$ cat src/shared/img_pkg.sv
// Purpose: constants and types shared by the interrupt mask gating block
// Assumes: 32-bit APB data, one aligned word per register
// Notes: offsets are byte addresses

package img_pkg;

   // -----------------------------------------------------------------
   // Bus and register map
   // -----------------------------------------------------------------
   localparam int IMG_DATA_W = 32;
   localparam int IMG_ADDR_W = 8;
   localparam logic [7:0] IMG_MASK_OFS = 8'h00;
   localparam logic [7:0] IMG_STAT_OFS = 8'h04;
   localparam logic [7:0] IMG_CLR_OFS = 8'h08;
   localparam logic [7:0] IMG_PERIOD_OFS = 8'h0C;
   localparam logic [7:0] IMG_DOORBELL_OFS = 8'h10;

   // -----------------------------------------------------------------
   // Mask register layout
   // -----------------------------------------------------------------
   localparam int IMG_GROUP_W = 7;
   localparam int IMG_CTRL_LO = 0;
   localparam int IMG_CTRL_MID = 8;
   localparam int IMG_CTRL_HI = 16;
   localparam int IMG_TXFIFO_BIT = 2;
   localparam int IMG_TXDONE_BIT = 3;
   localparam int IMG_TIMER_BIT = 6;
   localparam int IMG_MASTER_BIT = 7;
   localparam int IMG_RXCMD_BIT = 9;
   localparam int IMG_RXFIFO_BIT = 10;
   localparam int IMG_EVENT_W = 24;
   // Implemented bits per group, relative to the bit above its control
   localparam logic [6:0] IMG_IMPL_LO = 7'h66;
   localparam logic [6:0] IMG_IMPL_MID = 7'h03;
   localparam logic [6:0] IMG_IMPL_HI = 7'h00;
   localparam logic [6:0] IMG_MASK_RST = 7'h00;

   // -----------------------------------------------------------------
   // Interval timer
   // -----------------------------------------------------------------
   localparam int IMG_PERIOD_W = 24;
   localparam logic [23:0] IMG_PERIOD_RST = 24'h000000;
   localparam int IMG_PERIODIC_BIT = 31;
   localparam int IMG_DESC_REQ_BIT = 0;
   localparam int IMG_PKT_REQ_BIT = 1;

   typedef enum logic [1:0]
   {
      IMG_TMR_IDLE = 2'b01,
      IMG_TMR_RUN = 2'b10
   } img_tmr_state_e;

endpackage : img_pkg

$ cat src/design/img_interrupt_mask_gating.sv
// Purpose: host interrupt mask, event status and interval timer over APB
// Assumes: event inputs are one-cycle pulses on clk_sys
// Notes: zero-wait reads need a setup cycle to load prdata
//
// Implementation choices: the register offsets and the APB slave port.

module img_interrupt_mask_gating
   import img_pkg::*;
#(
   parameter int EVENT_W = IMG_EVENT_W,
   parameter int PERIOD_W = IMG_PERIOD_W
)
(
   input wire logic clk_sys,
   input wire logic rst,
   input wire logic psel,
   input wire logic penable,
   input wire logic pwrite,
   input wire logic [IMG_ADDR_W-1:0] paddr,
   input wire logic [IMG_DATA_W-1:0] pwdata,
   output logic [IMG_DATA_W-1:0] prdata,
   output logic pready,
   output logic pslverr,
   input wire logic [EVENT_W-1:0] eventIn,
   output logic timerRunning,
   output logic irqOut
);

   // -----------------------------------------------------------------
   // Elaboration checks
   // -----------------------------------------------------------------
   if (EVENT_W != IMG_EVENT_W)
   begin : g_bad_events
      $error("img_interrupt_mask_gating: EVENT_W must match the mask span");
   end
   if (PERIOD_W < 2 || PERIOD_W > IMG_PERIODIC_BIT)
   begin : g_bad_period
      $error("img_interrupt_mask_gating: PERIOD_W out of range");
   end

   // -----------------------------------------------------------------
   // APB phase and address decode
   // -----------------------------------------------------------------
   wire logic setupPhase = psel & ~penable;
   wire logic accessPhase = psel & penable;
   wire logic [7:0] regAddr = 8'(paddr);
   wire logic hitMask = (regAddr == IMG_MASK_OFS);
   wire logic hitStat = (regAddr == IMG_STAT_OFS);
   wire logic hitClr = (regAddr == IMG_CLR_OFS);
   wire logic hitPeriod = (regAddr == IMG_PERIOD_OFS);
   wire logic hitDoorbell = (regAddr == IMG_DOORBELL_OFS);
   wire logic hitAny = hitMask | hitStat | hitClr | hitPeriod
      | hitDoorbell;

   // Write strobes fire only on the completing access edge
   wire logic wrAccess = accessPhase & pwrite & hitAny;
   wire logic wrMask = wrAccess & hitMask;
   wire logic wrClr = wrAccess & hitClr;
   wire logic wrPeriod = wrAccess & hitPeriod;
   wire logic wrDoorbell = wrAccess & hitDoorbell;

   // Answer in the first access cycle; data was loaded at setup
   assign pready = accessPhase;
   assign pslverr = accessPhase & ~hitAny;

   // -----------------------------------------------------------------
   // Mask groups
   // -----------------------------------------------------------------
   logic [IMG_GROUP_W-1:0] maskLo;
   logic [IMG_GROUP_W-1:0] maskMid;
   logic [IMG_GROUP_W-1:0] maskHi;

   // Bits 7:1 under control bit 0; reserved 5:4 not implemented
   img_mask_group #(
      .W(IMG_GROUP_W),
      .IMPL(IMG_IMPL_LO)
   ) u_group_lo (
      .clk_sys(clk_sys),
      .rst(rst),
      .wrEn(wrMask),
      .ctrlBit(pwdata[IMG_CTRL_LO]),
      .wrBits(pwdata[IMG_CTRL_LO+1 +: IMG_GROUP_W]),
      .maskBits(maskLo)
   );

   // Bits 15:9 under control bit 8
   img_mask_group #(
      .W(IMG_GROUP_W),
      .IMPL(IMG_IMPL_MID)
   ) u_group_mid (
      .clk_sys(clk_sys),
      .rst(rst),
      .wrEn(wrMask),
      .ctrlBit(pwdata[IMG_CTRL_MID]),
      .wrBits(pwdata[IMG_CTRL_MID+1 +: IMG_GROUP_W]),
      .maskBits(maskMid)
   );

   // Bits 23:17 under control bit 16; none held in this block
   img_mask_group #(
      .W(IMG_GROUP_W),
      .IMPL(IMG_IMPL_HI)
   ) u_group_hi (
      .clk_sys(clk_sys),
      .rst(rst),
      .wrEn(wrMask),
      .ctrlBit(pwdata[IMG_CTRL_HI]),
      .wrBits(pwdata[IMG_CTRL_HI+1 +: IMG_GROUP_W]),
      .maskBits(maskHi)
   );

   // Control bits read as zero, being write-only
   wire logic [IMG_DATA_W-1:0] maskWord = {8'h00, maskHi, 1'b0,
      maskMid, 1'b0, maskLo, 1'b0};
   wire logic masterEnable = maskWord[IMG_MASTER_BIT];
   // Master enable is not an event gate itself
   wire logic [EVENT_W-1:0] eventGate = EVENT_W'(maskWord)
      & ~(EVENT_W'(1) << IMG_MASTER_BIT);

   // -----------------------------------------------------------------
   // Interval timer and its request doorbell
   // -----------------------------------------------------------------
   logic [PERIOD_W-1:0] period_reg;
   logic periodic_reg;
   logic timerExpire;
   wire logic descReq = pwdata[IMG_DESC_REQ_BIT];
   wire logic pktReq = pwdata[IMG_PKT_REQ_BIT];
   // Start pulses in the same cycle as the request write
   wire logic timerStart = wrDoorbell & (descReq | pktReq);

   // Period and mode software-held
   always_ff @(posedge clk_sys or posedge rst)
   begin
      if (rst)
      begin
         period_reg <= PERIOD_W'(IMG_PERIOD_RST);
         periodic_reg <= 1'b0;
      end
      else if (wrPeriod)
      begin
         period_reg <= pwdata[PERIOD_W-1:0];
         periodic_reg <= pwdata[IMG_PERIODIC_BIT];
      end
   end

   img_interval_timer #(
      .PERIOD_W(PERIOD_W)
   ) u_timer (
      .clk_sys(clk_sys),
      .rst(rst),
      .start(timerStart),
      .periodic(periodic_reg),
      .period(period_reg),
      .expire(timerExpire),
      .running(timerRunning)
   );

   // -----------------------------------------------------------------
   // Sticky event status
   // -----------------------------------------------------------------
   logic [EVENT_W-1:0] status_reg;
   logic [EVENT_W-1:0] status_next;
   wire logic [EVENT_W-1:0] timerEvent = EVENT_W'(timerExpire)
      << IMG_TIMER_BIT;
   wire logic [EVENT_W-1:0] eventSet = eventIn | timerEvent;
   wire logic [EVENT_W-1:0] eventClr = wrClr ? pwdata[EVENT_W-1:0]
      : '0;

   // Set wins over a clear in the same cycle; master enable not consulted
   assign status_next = (status_reg & ~eventClr) | eventSet;

   always_ff @(posedge clk_sys or posedge rst)
   begin
      if (rst)
         status_reg <= '0;
      else
         status_reg <= status_next;
   end

   // -----------------------------------------------------------------
   // Host interrupt
   // -----------------------------------------------------------------
   // Combinational from flops so a new enable takes effect at once
   wire logic anyPending = |(status_reg & eventGate);
   assign irqOut = masterEnable & anyPending;

   // -----------------------------------------------------------------
   // Read data
   // -----------------------------------------------------------------
   wire logic [IMG_DATA_W-1:0] statWord = IMG_DATA_W'(status_reg);
   wire logic [IMG_DATA_W-1:0] periodWord =
      IMG_DATA_W'(period_reg)
      | (IMG_DATA_W'(periodic_reg) << IMG_PERIODIC_BIT);
   // Clear and doorbell registers are write-only and read zero
   wire logic [IMG_DATA_W-1:0] rdSel =
      hitMask ? maskWord :
      hitStat ? statWord :
      hitPeriod ? periodWord :
      '0;

   // Loaded at setup so the access cycle can finish with no wait
   always_ff @(posedge clk_sys or posedge rst)
   begin
      if (rst)
         prdata <= '0;
      else if (setupPhase & ~pwrite)
         prdata <= rdSel;
   end

endmodule : img_interrupt_mask_gating

$ cat src/design/img_interval_timer.sv
// Purpose: one-shot or periodic interval timer
// Assumes: counts one tick per clk_sys cycle
// Notes: a start while running restarts the count

module img_interval_timer
   import img_pkg::*;
#(
   parameter int PERIOD_W = IMG_PERIOD_W
)
(
   input wire logic clk_sys,
   input wire logic rst,
   input wire logic start,
   input wire logic periodic,
   input wire logic [PERIOD_W-1:0] period,
   output logic expire,
   output logic running
);

   if (PERIOD_W < 2)
   begin : g_bad_width
      $error("img_interval_timer: PERIOD_W must be at least two");
   end

   img_tmr_state_e state_reg;
   img_tmr_state_e state_next;
   logic [PERIOD_W-1:0] cnt_reg;
   logic [PERIOD_W-1:0] cnt_next;
   logic expire_next;
   // Zero and one both expire after a single tick
   wire logic lastTick = (cnt_reg <= PERIOD_W'(1));

   // Countdown sequencing
   always_comb
   begin
      state_next = state_reg;
      cnt_next = cnt_reg;
      expire_next = 1'b0;
      case (state_reg)
         IMG_TMR_IDLE:
         begin
            if (start)
            begin
               state_next = IMG_TMR_RUN;
               cnt_next = period;
            end
         end
         IMG_TMR_RUN:
         begin
            if (start)
               cnt_next = period;
            else if (lastTick)
            begin
               expire_next = 1'b1;
               cnt_next = period;
               if (!periodic)
                  state_next = IMG_TMR_IDLE;
            end
            else
               cnt_next = cnt_reg - PERIOD_W'(1);
         end
         default:
         begin
            state_next = IMG_TMR_IDLE;
         end
      endcase
   end

   always_ff @(posedge clk_sys or posedge rst)
   begin
      if (rst)
      begin
         state_reg <= IMG_TMR_IDLE;
         cnt_reg <= '0;
         expire <= 1'b0;
      end
      else
      begin
         state_reg <= state_next;
         cnt_reg <= cnt_next;
         expire <= expire_next;
      end
   end

   assign running = (state_reg == IMG_TMR_RUN);

endmodule : img_interval_timer

$ cat src/design/img_mask_group.sv
// Purpose: one group of mask bits with its set/reset control
// Assumes: write strobe and data come from the same clock
// Notes: bits written as zero keep their value

module img_mask_group
   import img_pkg::*;
#(
   parameter int W = IMG_GROUP_W,
   parameter logic [W-1:0] IMPL = '1
)
(
   input wire logic clk_sys,
   input wire logic rst,
   input wire logic wrEn,
   input wire logic ctrlBit,
   input wire logic [W-1:0] wrBits,
   output logic [W-1:0] maskBits
);

   // -----------------------------------------------------------------
   // Elaboration check
   // -----------------------------------------------------------------
   if (W < 1)
   begin : g_bad_width
      $error("img_mask_group: W must be at least one");
   end

   logic [W-1:0] mask_reg;
   logic [W-1:0] mask_next;
   wire logic [W-1:0] setVal = mask_reg | wrBits;
   wire logic [W-1:0] clrVal = mask_reg & ~wrBits;

   // Ones set or clear by control, zeros leave alone
   assign mask_next = (ctrlBit ? setVal : clrVal) & IMPL;

   // Unimplemented positions stay zero
   always_ff @(posedge clk_sys or posedge rst)
   begin
      if (rst)
         mask_reg <= '0;
      else if (wrEn)
         mask_reg <= mask_next;
   end

   assign maskBits = mask_reg;

endmodule : img_mask_group

$ cat config.mk
export PLATFORM = sky130hd
export DESIGN_NAME = img_interrupt_mask_gating
export DESIGN_NICKNAME = d
export VERILOG_FILES = /design/src/shared/img_pkg.sv /design/src/design/img_interrupt_mask_gating.sv /design/src/design/img_interval_timer.sv /design/src/design/img_mask_group.sv
export SDC_FILE = /design/constraint.sdc
export NUM_CORES = 1
export LEC_CHECK = 0
export BUFFER_PORTS_ARGS = -buffer_cell sky130_fd_sc_hd__buf_2
export CORE_MARGIN = 4
export CORE_UTILIZATION = 53
export DETAILED_ROUTE_END_ITERATION = 10
export HOLD_SLACK_MARGIN = 0.08
export PLACE_DENSITY = 0.84
export SETUP_SLACK_MARGIN = 0.15
export SYNTH_ARGS = -nofsm -noshare
export SYNTH_HDL_FRONTEND = slang
export SYNTH_SLANG_ARGS = --single-unit
$ cat constraint.sdc
create_clock -name clk_sys -period 11.7 [get_ports clk_sys]
set_clock_uncertainty 0.15 [all_clocks]
set_input_delay 2.34 -clock clk_sys [delete_from_list [all_inputs] [get_ports clk_sys]]
set_output_delay 2.34 -clock clk_sys [all_outputs]
set_load 0.005 [all_outputs]
==> results of run 1 <==
[routing by layer]
layer	global-route usage	part of all wire
met1	0.322	0.41
met2	0.377	0.49
met3	0.0494	0.080
met4	0.0849	0.020
met5	0	0.00092
[synthesized netlist by cell type (3+ instances only)]
| cell | number | area share |
|---|---|---|
| inv_1 | 14 | 0.010 |
| o21ai_0 | 20 | 0.019 |
| o22a_1 | 4 | 0.0067 |
| nand4_1 | 5 | 0.0060 |
| a21o_1 | 24 | 0.035 |
| a311o_1 | 3 | 0.0058 |
| nor2b_1 | 3 | 0.0036 |
| o21a_1 | 3 | 0.0043 |
| nor4_1 | 3 | 0.0036 |
| o21ai_1 | 9 | 0.0086 |
| and3_1 | 4 | 0.0048 |
| o41ai_1 | 3 | 0.0050 |
| nor3_1 | 8 | 0.0077 |
| nor2_1 | 48 | 0.035 |
| a21oi_1 | 10 | 0.0096 |
| or3_1 | 3 | 0.0036 |
| nand3_1 | 18 | 0.017 |
| buf_2 | 15 | 0.014 |
| a221o_1 | 3 | 0.0058 |
| clkbuf_1 | 9 | 0.0065 |
| nand2_1 | 51 | 0.037 |
| mux2_2 | 32 | 0.069 |
| a211o_1 | 3 | 0.0050 |
| buf_4 | 10 | 0.014 |
| mux2i_1 | 3 | 0.0058 |
| a221oi_1 | 24 | 0.040 |
| dfrtp_1 | 106 | 0.51 |
| a22oi_1 | 7 | 0.010 |
[cell type report]
| type | instances | area (µm²) |
|---|---|---|
| multi-input cells | 345 | 2280 |
| flip-flops and latches | 107 | 2680 |
| inverters | 14 | 55.1 |
| well taps | 129 | 161 |
| fillers | 753 | 3550 |
| clock buffers | 9 | 124 |
| repair buffers | 94 | 480 |
| clock inverters | 7 | 82.6 |
[power by group through the flow]
stage / Clock, W / Sequential [W] / Combinational, W
detailed placement: 0 / 0.000398 / 0.0000558
global route: 0.000255 / 0.000392 / 0.0000621
floorplan: 0 / 0.000397 / 0.0000255
CTS: 0.000239 / 0.000390 / 0.0000560
finish: 0.000237 / 0.000390 / 0.0000553
global placement: 0 / 0.000397 / 0.0000536
[worst max-delay path: stages]
cell,delay [ps]
buf_2,100
or3_1,370
nor4_1,440
a211oi_1,90
buf_2,160
[logic make-up after synthesis]
kind of cell               after synthesis  synth area share
and+or+nand+nor                        167             0.161
AOI/OAI and AO/OA                      133             0.188
DFF                                    107             0.514
buffers and inverters                   52            0.0547
muxes                                   36            0.0777
adders and majority gates                2           0.00480
other                                    1          0.000719
[path summary, 6_finish.rpt]
kind                                      from                   end  slack, ps
max                                   paddr[7]               pslverr       5700
min                             u_timer.expire         status_reg[6]        330
max reg2reg                u_timer.cnt_reg[16]    u_timer.cnt_reg[7]       8440
min reg2reg                     u_timer.expire         status_reg[6]        330
max in group asynchronous                  rst    u_timer.cnt_reg[1]       8340
min in group asynchronous                  rst  u_timer.state_reg[1]       1840
[stage by stage]
step,hold WS [ps],setup WS [ps]
after floorplan,263,6050
after global placement,275,5770
after detailed placement,308,5710
after CTS,329,5700
after global routing,345,5520
final,335,5700
[layout by cell type, fill, tap and decap left out, types with 3 or more instances in the layout]
cell type and count:
a211o_1 3, a21o_1 24, a21oi_1 10, a221o_1 3
a221oi_1 24, a22oi_1 7, a311o_1 3, and3_1 4
buf_2 90, buf_4 4, clkbuf_8 9, conb_1 7
dfrtp_1 106, inv_1 13, mux2_2 32, mux2i_1 3
nand2_1 51, nand3_1 18, nand4_1 5, nor2_1 48
nor2b_1 3, nor3_1 8, nor4_1 3, o21a_1 3
o21ai_0 20, o21ai_1 9, o22a_1 4, o41ai_1 3
or3_1 3
==> flow_summary.toml, run 1 <==
[timing]
slew_headroom = 0.185
min_period_ps = 6000
finalSetupViolCount = 0
tightestPinTransition_ps = 1220
maxSlewViolCount = 0
hold_viol = 0
rsz0062_at_grt = "no"
finalSetupTns_ps = 0
max_freq_mhz = 167
finalCritPeriodShare = 0.513

[clock_network]
cts_tree = "yes"
clk_latency_ps = 380
cts_hold_buf = 0
cts.clk_slew.worst_paths_ps = 100
htree_num_levels = 3
post-cts-setup-buffers = 0
cts.path.max_buffers = 2
cts.sinks = 107
cts_buffers = 9
clock-root-buffer = "clkbuf_8"
ctsResizeCount = 0

[floorplan]
die_h_um = 107
start_util = 0.554
die_area_um2 = 11500
rows = 35
fp.dieW_um = 107
core_area_um2 = 9420
io_pins = 105

[synth]
synth-seq-cells = 107
yosysWarnings = 0
syn_inst = 498
ys_seq_area_frac = 0.514
synth.distinct_cells = 71
syn_area_um2 = 5220
synth_edf_count = 0
ys_async_sr_fraction = 1.00
synth-main-ff-cell = "dfrtp_1"
syn_avg_cell_area_um2 = 10.5

[final_layout]
layout.cells.non_filler = 705
final_nets = 642
design_area_um2 = 5860
drive_gt1_frac = 0.281
top_register = "prdata"
largest_reg_flops = 25
final_util = 0.623
diodes = 0
area_growth_syn_to_layout_pct = 12.4

[critical_path]
cp.arrival_ps = 3510
critPathCaptureType = "output pin"
worstPathMaxFanout = 5
crit_type = "input port to output pin"
r2r_cells = 6
required_ps = 9210
startpoint_type = "input port"

[global_routing]
grt_max_degree = 69
antenna_found_initial = 1
grt_pass1_vias = 4437
grt_pass1_wl_um = 21800
track_usage = 0.237
grt_overflow = 0

[placed_design]
post_dp_cell_area_um2 = 5660
portBuffers = 90
dp_hpwl_um = 9020
dpl.cell_count = 689
routabilityCongestion = 0.857

[worst_hold_path]
min_delay_path_depth = 1
min_path_type = "flop to flop"

[power_and_ir_drop]
seq_power_share = 0.572
combPwrFrac = 0.081
p_sw_w = 0.000174
p_per_area_nw_per_um2 = 116
vdd_ir_drop_max_mv = 0.0689
finalPower_w = 0.000683
p_clk_frac = 0.347
switching_share = 0.255
leakage_nw = 2.60
cell_internal_pwr_w = 0.000509

[route]
wl_per_cell_um = 18.6
antenna_left = 0
vias_per_cell = 6.20
drc = 0
vias = 4368
drt_pass1_iterations = 5
drt-initial-drc-count = 422
drt-total-wl_um = 13100

[run]
cap_violations = 0

[status]
status = "finished, final reports clean"
(Power assumes the default switching activity.)
==> run 2: changes to the inputs <==
==> constraint.sdc (replaced) <==
create_clock -name clk_sys -period 5.61 [get_ports clk_sys]
set_clock_uncertainty 0.15 [all_clocks]
set_input_delay 1.122 -clock clk_sys [delete_from_list [all_inputs] [get_ports clk_sys]]
set_output_delay 1.122 -clock clk_sys [all_outputs]
set_load 0.005 [all_outputs]
==> flow_summary.toml, run 2 (synthesized netlist as in run 1, its figures left out) <==
[critical_path]
critPathMostFrequentCell = "buf_2"
reg2reg_to = "u_timer.cnt_reg[7]"
cpPeakStageDelay_ps = 440
required_ps = 4340
cp.arrival_ps = 2280
crit_chain = "buf_2 -> or3_1 -> nor4_1 -> a211oi_1 -> buf_2"
r2r_setup_slack_ps = 2290
critPathCaptureType = "output pin"
r2r-start = "u_timer.cnt_reg[16]"
cp_slowest_cell = "nor4_1"
crit_type = "input port to output pin"
startpoint_type = "input port"
worstPathMaxFanout = 5
r2r_cells = 6

[placed_design]
place_ws_ps = 1760
dp_hpwl_um = 8720
post_dp_cell_area_um2 = 5660
routabilityCongestion = 0.851
portBuffers = 90

[clock_network]
cts.clk_slew.worst_paths_ps = 100
htree_num_levels = 3
post-cts-setup-buffers = 0
cts_hold_buf = 0
cts.path.max_buffers = 2
cts_tree = "yes"
ctsResizeCount = 0
clock-root-buffer = "clkbuf_8"
cts.sinks = 107
cts_buffers = 9
clk_latency_ps = 380

[final_layout]
final_common_cell = "dfrtp_1"
mostFrequentLayoutCells = "106 x dfrtp_1, 90 x buf_2, 51 x nand2_1"
nFillCells = 734
area_growth_syn_to_layout_pct = 12.1
drive_gt1_frac = 0.282
top_register = "prdata"
diodes = 0
final_nets = 643
design_area_um2 = 5850
largest_reg_flops = 25

[timing]
slew_headroom = 0.203
rsz0062_at_grt = "no"
max_freq_mhz = 281
finalSetupViolCount = 0
hold_viol = 0
finalCritPeriodShare = 0.633
min_period_ps = 3550
finalSetupTns_ps = 0
maxSlewViolCount = 0
fin_ws_ps = 2060
tightestPinTransition_ps = 1200

[global_routing]
grt_pass1_wl_um = 20800
antenna_found_initial = 1
grt_overflow = 0
grt_use_met3 = 0.0379
grt_max_degree = 68
top_usage_layer = "met2"
track_usage = 0.226
gr-usage-met2 = 0.360
grt_pass1_vias = 4269
use_met1 = 0.317

[route]
drc = 0
drt_pass1_iterations = 5
antenna_left = 0
drt-initial-drc-count = 371
wl_per_cell_um = 17.8
drt-total-wl_um = 12600
vias_per_cell = 6.10
vias = 4309

[worst_hold_path]
holdPathEnd = "status_reg[6]"
min_delay_path_depth = 1
worstHoldStart = "u_timer.expire"
min_path_type = "flop to flop"

[power_and_ir_drop]
p_sw_w = 0.000365
switching_share = 0.264
leakage_nw = 2.60
cell_internal_pwr_w = 0.00102
p_clk_frac = 0.329
combPwrFrac = 0.082
vdd_ir_drop_max_mv = 0.148
p_per_area_nw_per_um2 = 236
seq_power_share = 0.589

[floorplan]
core_area_um2 = 9420
io_pins = 105
die_area_um2 = 11500
start_util = 0.554
fp.dieW_um = 107
die_h_um = 107
rows = 35

[status]
status = "finished, final reports clean"

[run]
cap_violations = 0
-- run 2: cell types whose count changed in the layout (fill, tap and decap cells not counted), sizes merged --
cell,previous run,this run
buf,94,95
clkinv,1,2
bufinv,1,0
-- run 2: power by group through the flow --
stage / Clock (W) / Combinational (W) / Sequential, W
finish: 0.000455 / 0.000113 / 0.000814
floorplan: 0 / 0.0000531 / 0.000828
global placement: 0 / 0.000112 / 0.000827
CTS: 0.000459 / 0.000115 / 0.000814
global route: 0.000489 / 0.000127 / 0.000818
detailed placement: 0 / 0.000115 / 0.000828
-- run 2: layout make-up --
class | instances | area (µm²) | share of cell area
Clock buffer | 9 | 124 | 0.0212
Inverter | 14 | 55.1 | 0.00942
Tap cell | 129 | 161 | 0.0276
Sequential cell | 107 | 2680 | 0.458
Clock inverter | 7 | 60.1 | 0.0103
Multi-Input combinational cell | 345 | 2280 | 0.390
Timing Repair Buffer | 95 | 488 | 0.0835
-- run 2: worst max path at each step --
stage               startpoint        endpoint  slack [ps]  depth (start not counted)
global placement      paddr[7]  period_reg[19]        1890                          5
CTS                   paddr[7]         pslverr        2050                          5
global route          paddr[7]         pslverr        1890                          5
floorplan                  rst       async pin        1520                          1
detailed placement    paddr[7]  period_reg[10]        1760                          5
finish                paddr[7]         pslverr        2060                          5
-- run 2: layer usage --
metal  up-vias  share of wire  routed length, µm
met5         -         0.0011                 14
met4         2          0.022                274
met3        32          0.073                916
met2       212           0.48               6010
met1      2102           0.43               5360
li1       1961              -                  -
-- run 2: per-stage QoR --
step / cells / util / power (W) / hold slack (ps)
floorplan: 504 / - / 0.000881 / 263
global placement: 690 / 0.601 / 0.000939 / 275
detailed placement: 690 / 0.601 / 0.000943 / 290
CTS: 706 / 0.621 / 0.00139 / 319
global route: 706 / 0.621 / 0.00143 / 350
finish: 706 / 0.621 / 0.00138 / 317
-- run 2: critical path: cells and delay by family --
family	cells	cell delay, ps
compound gates	1	90
buf+inv	2	250
simple gates	2	820
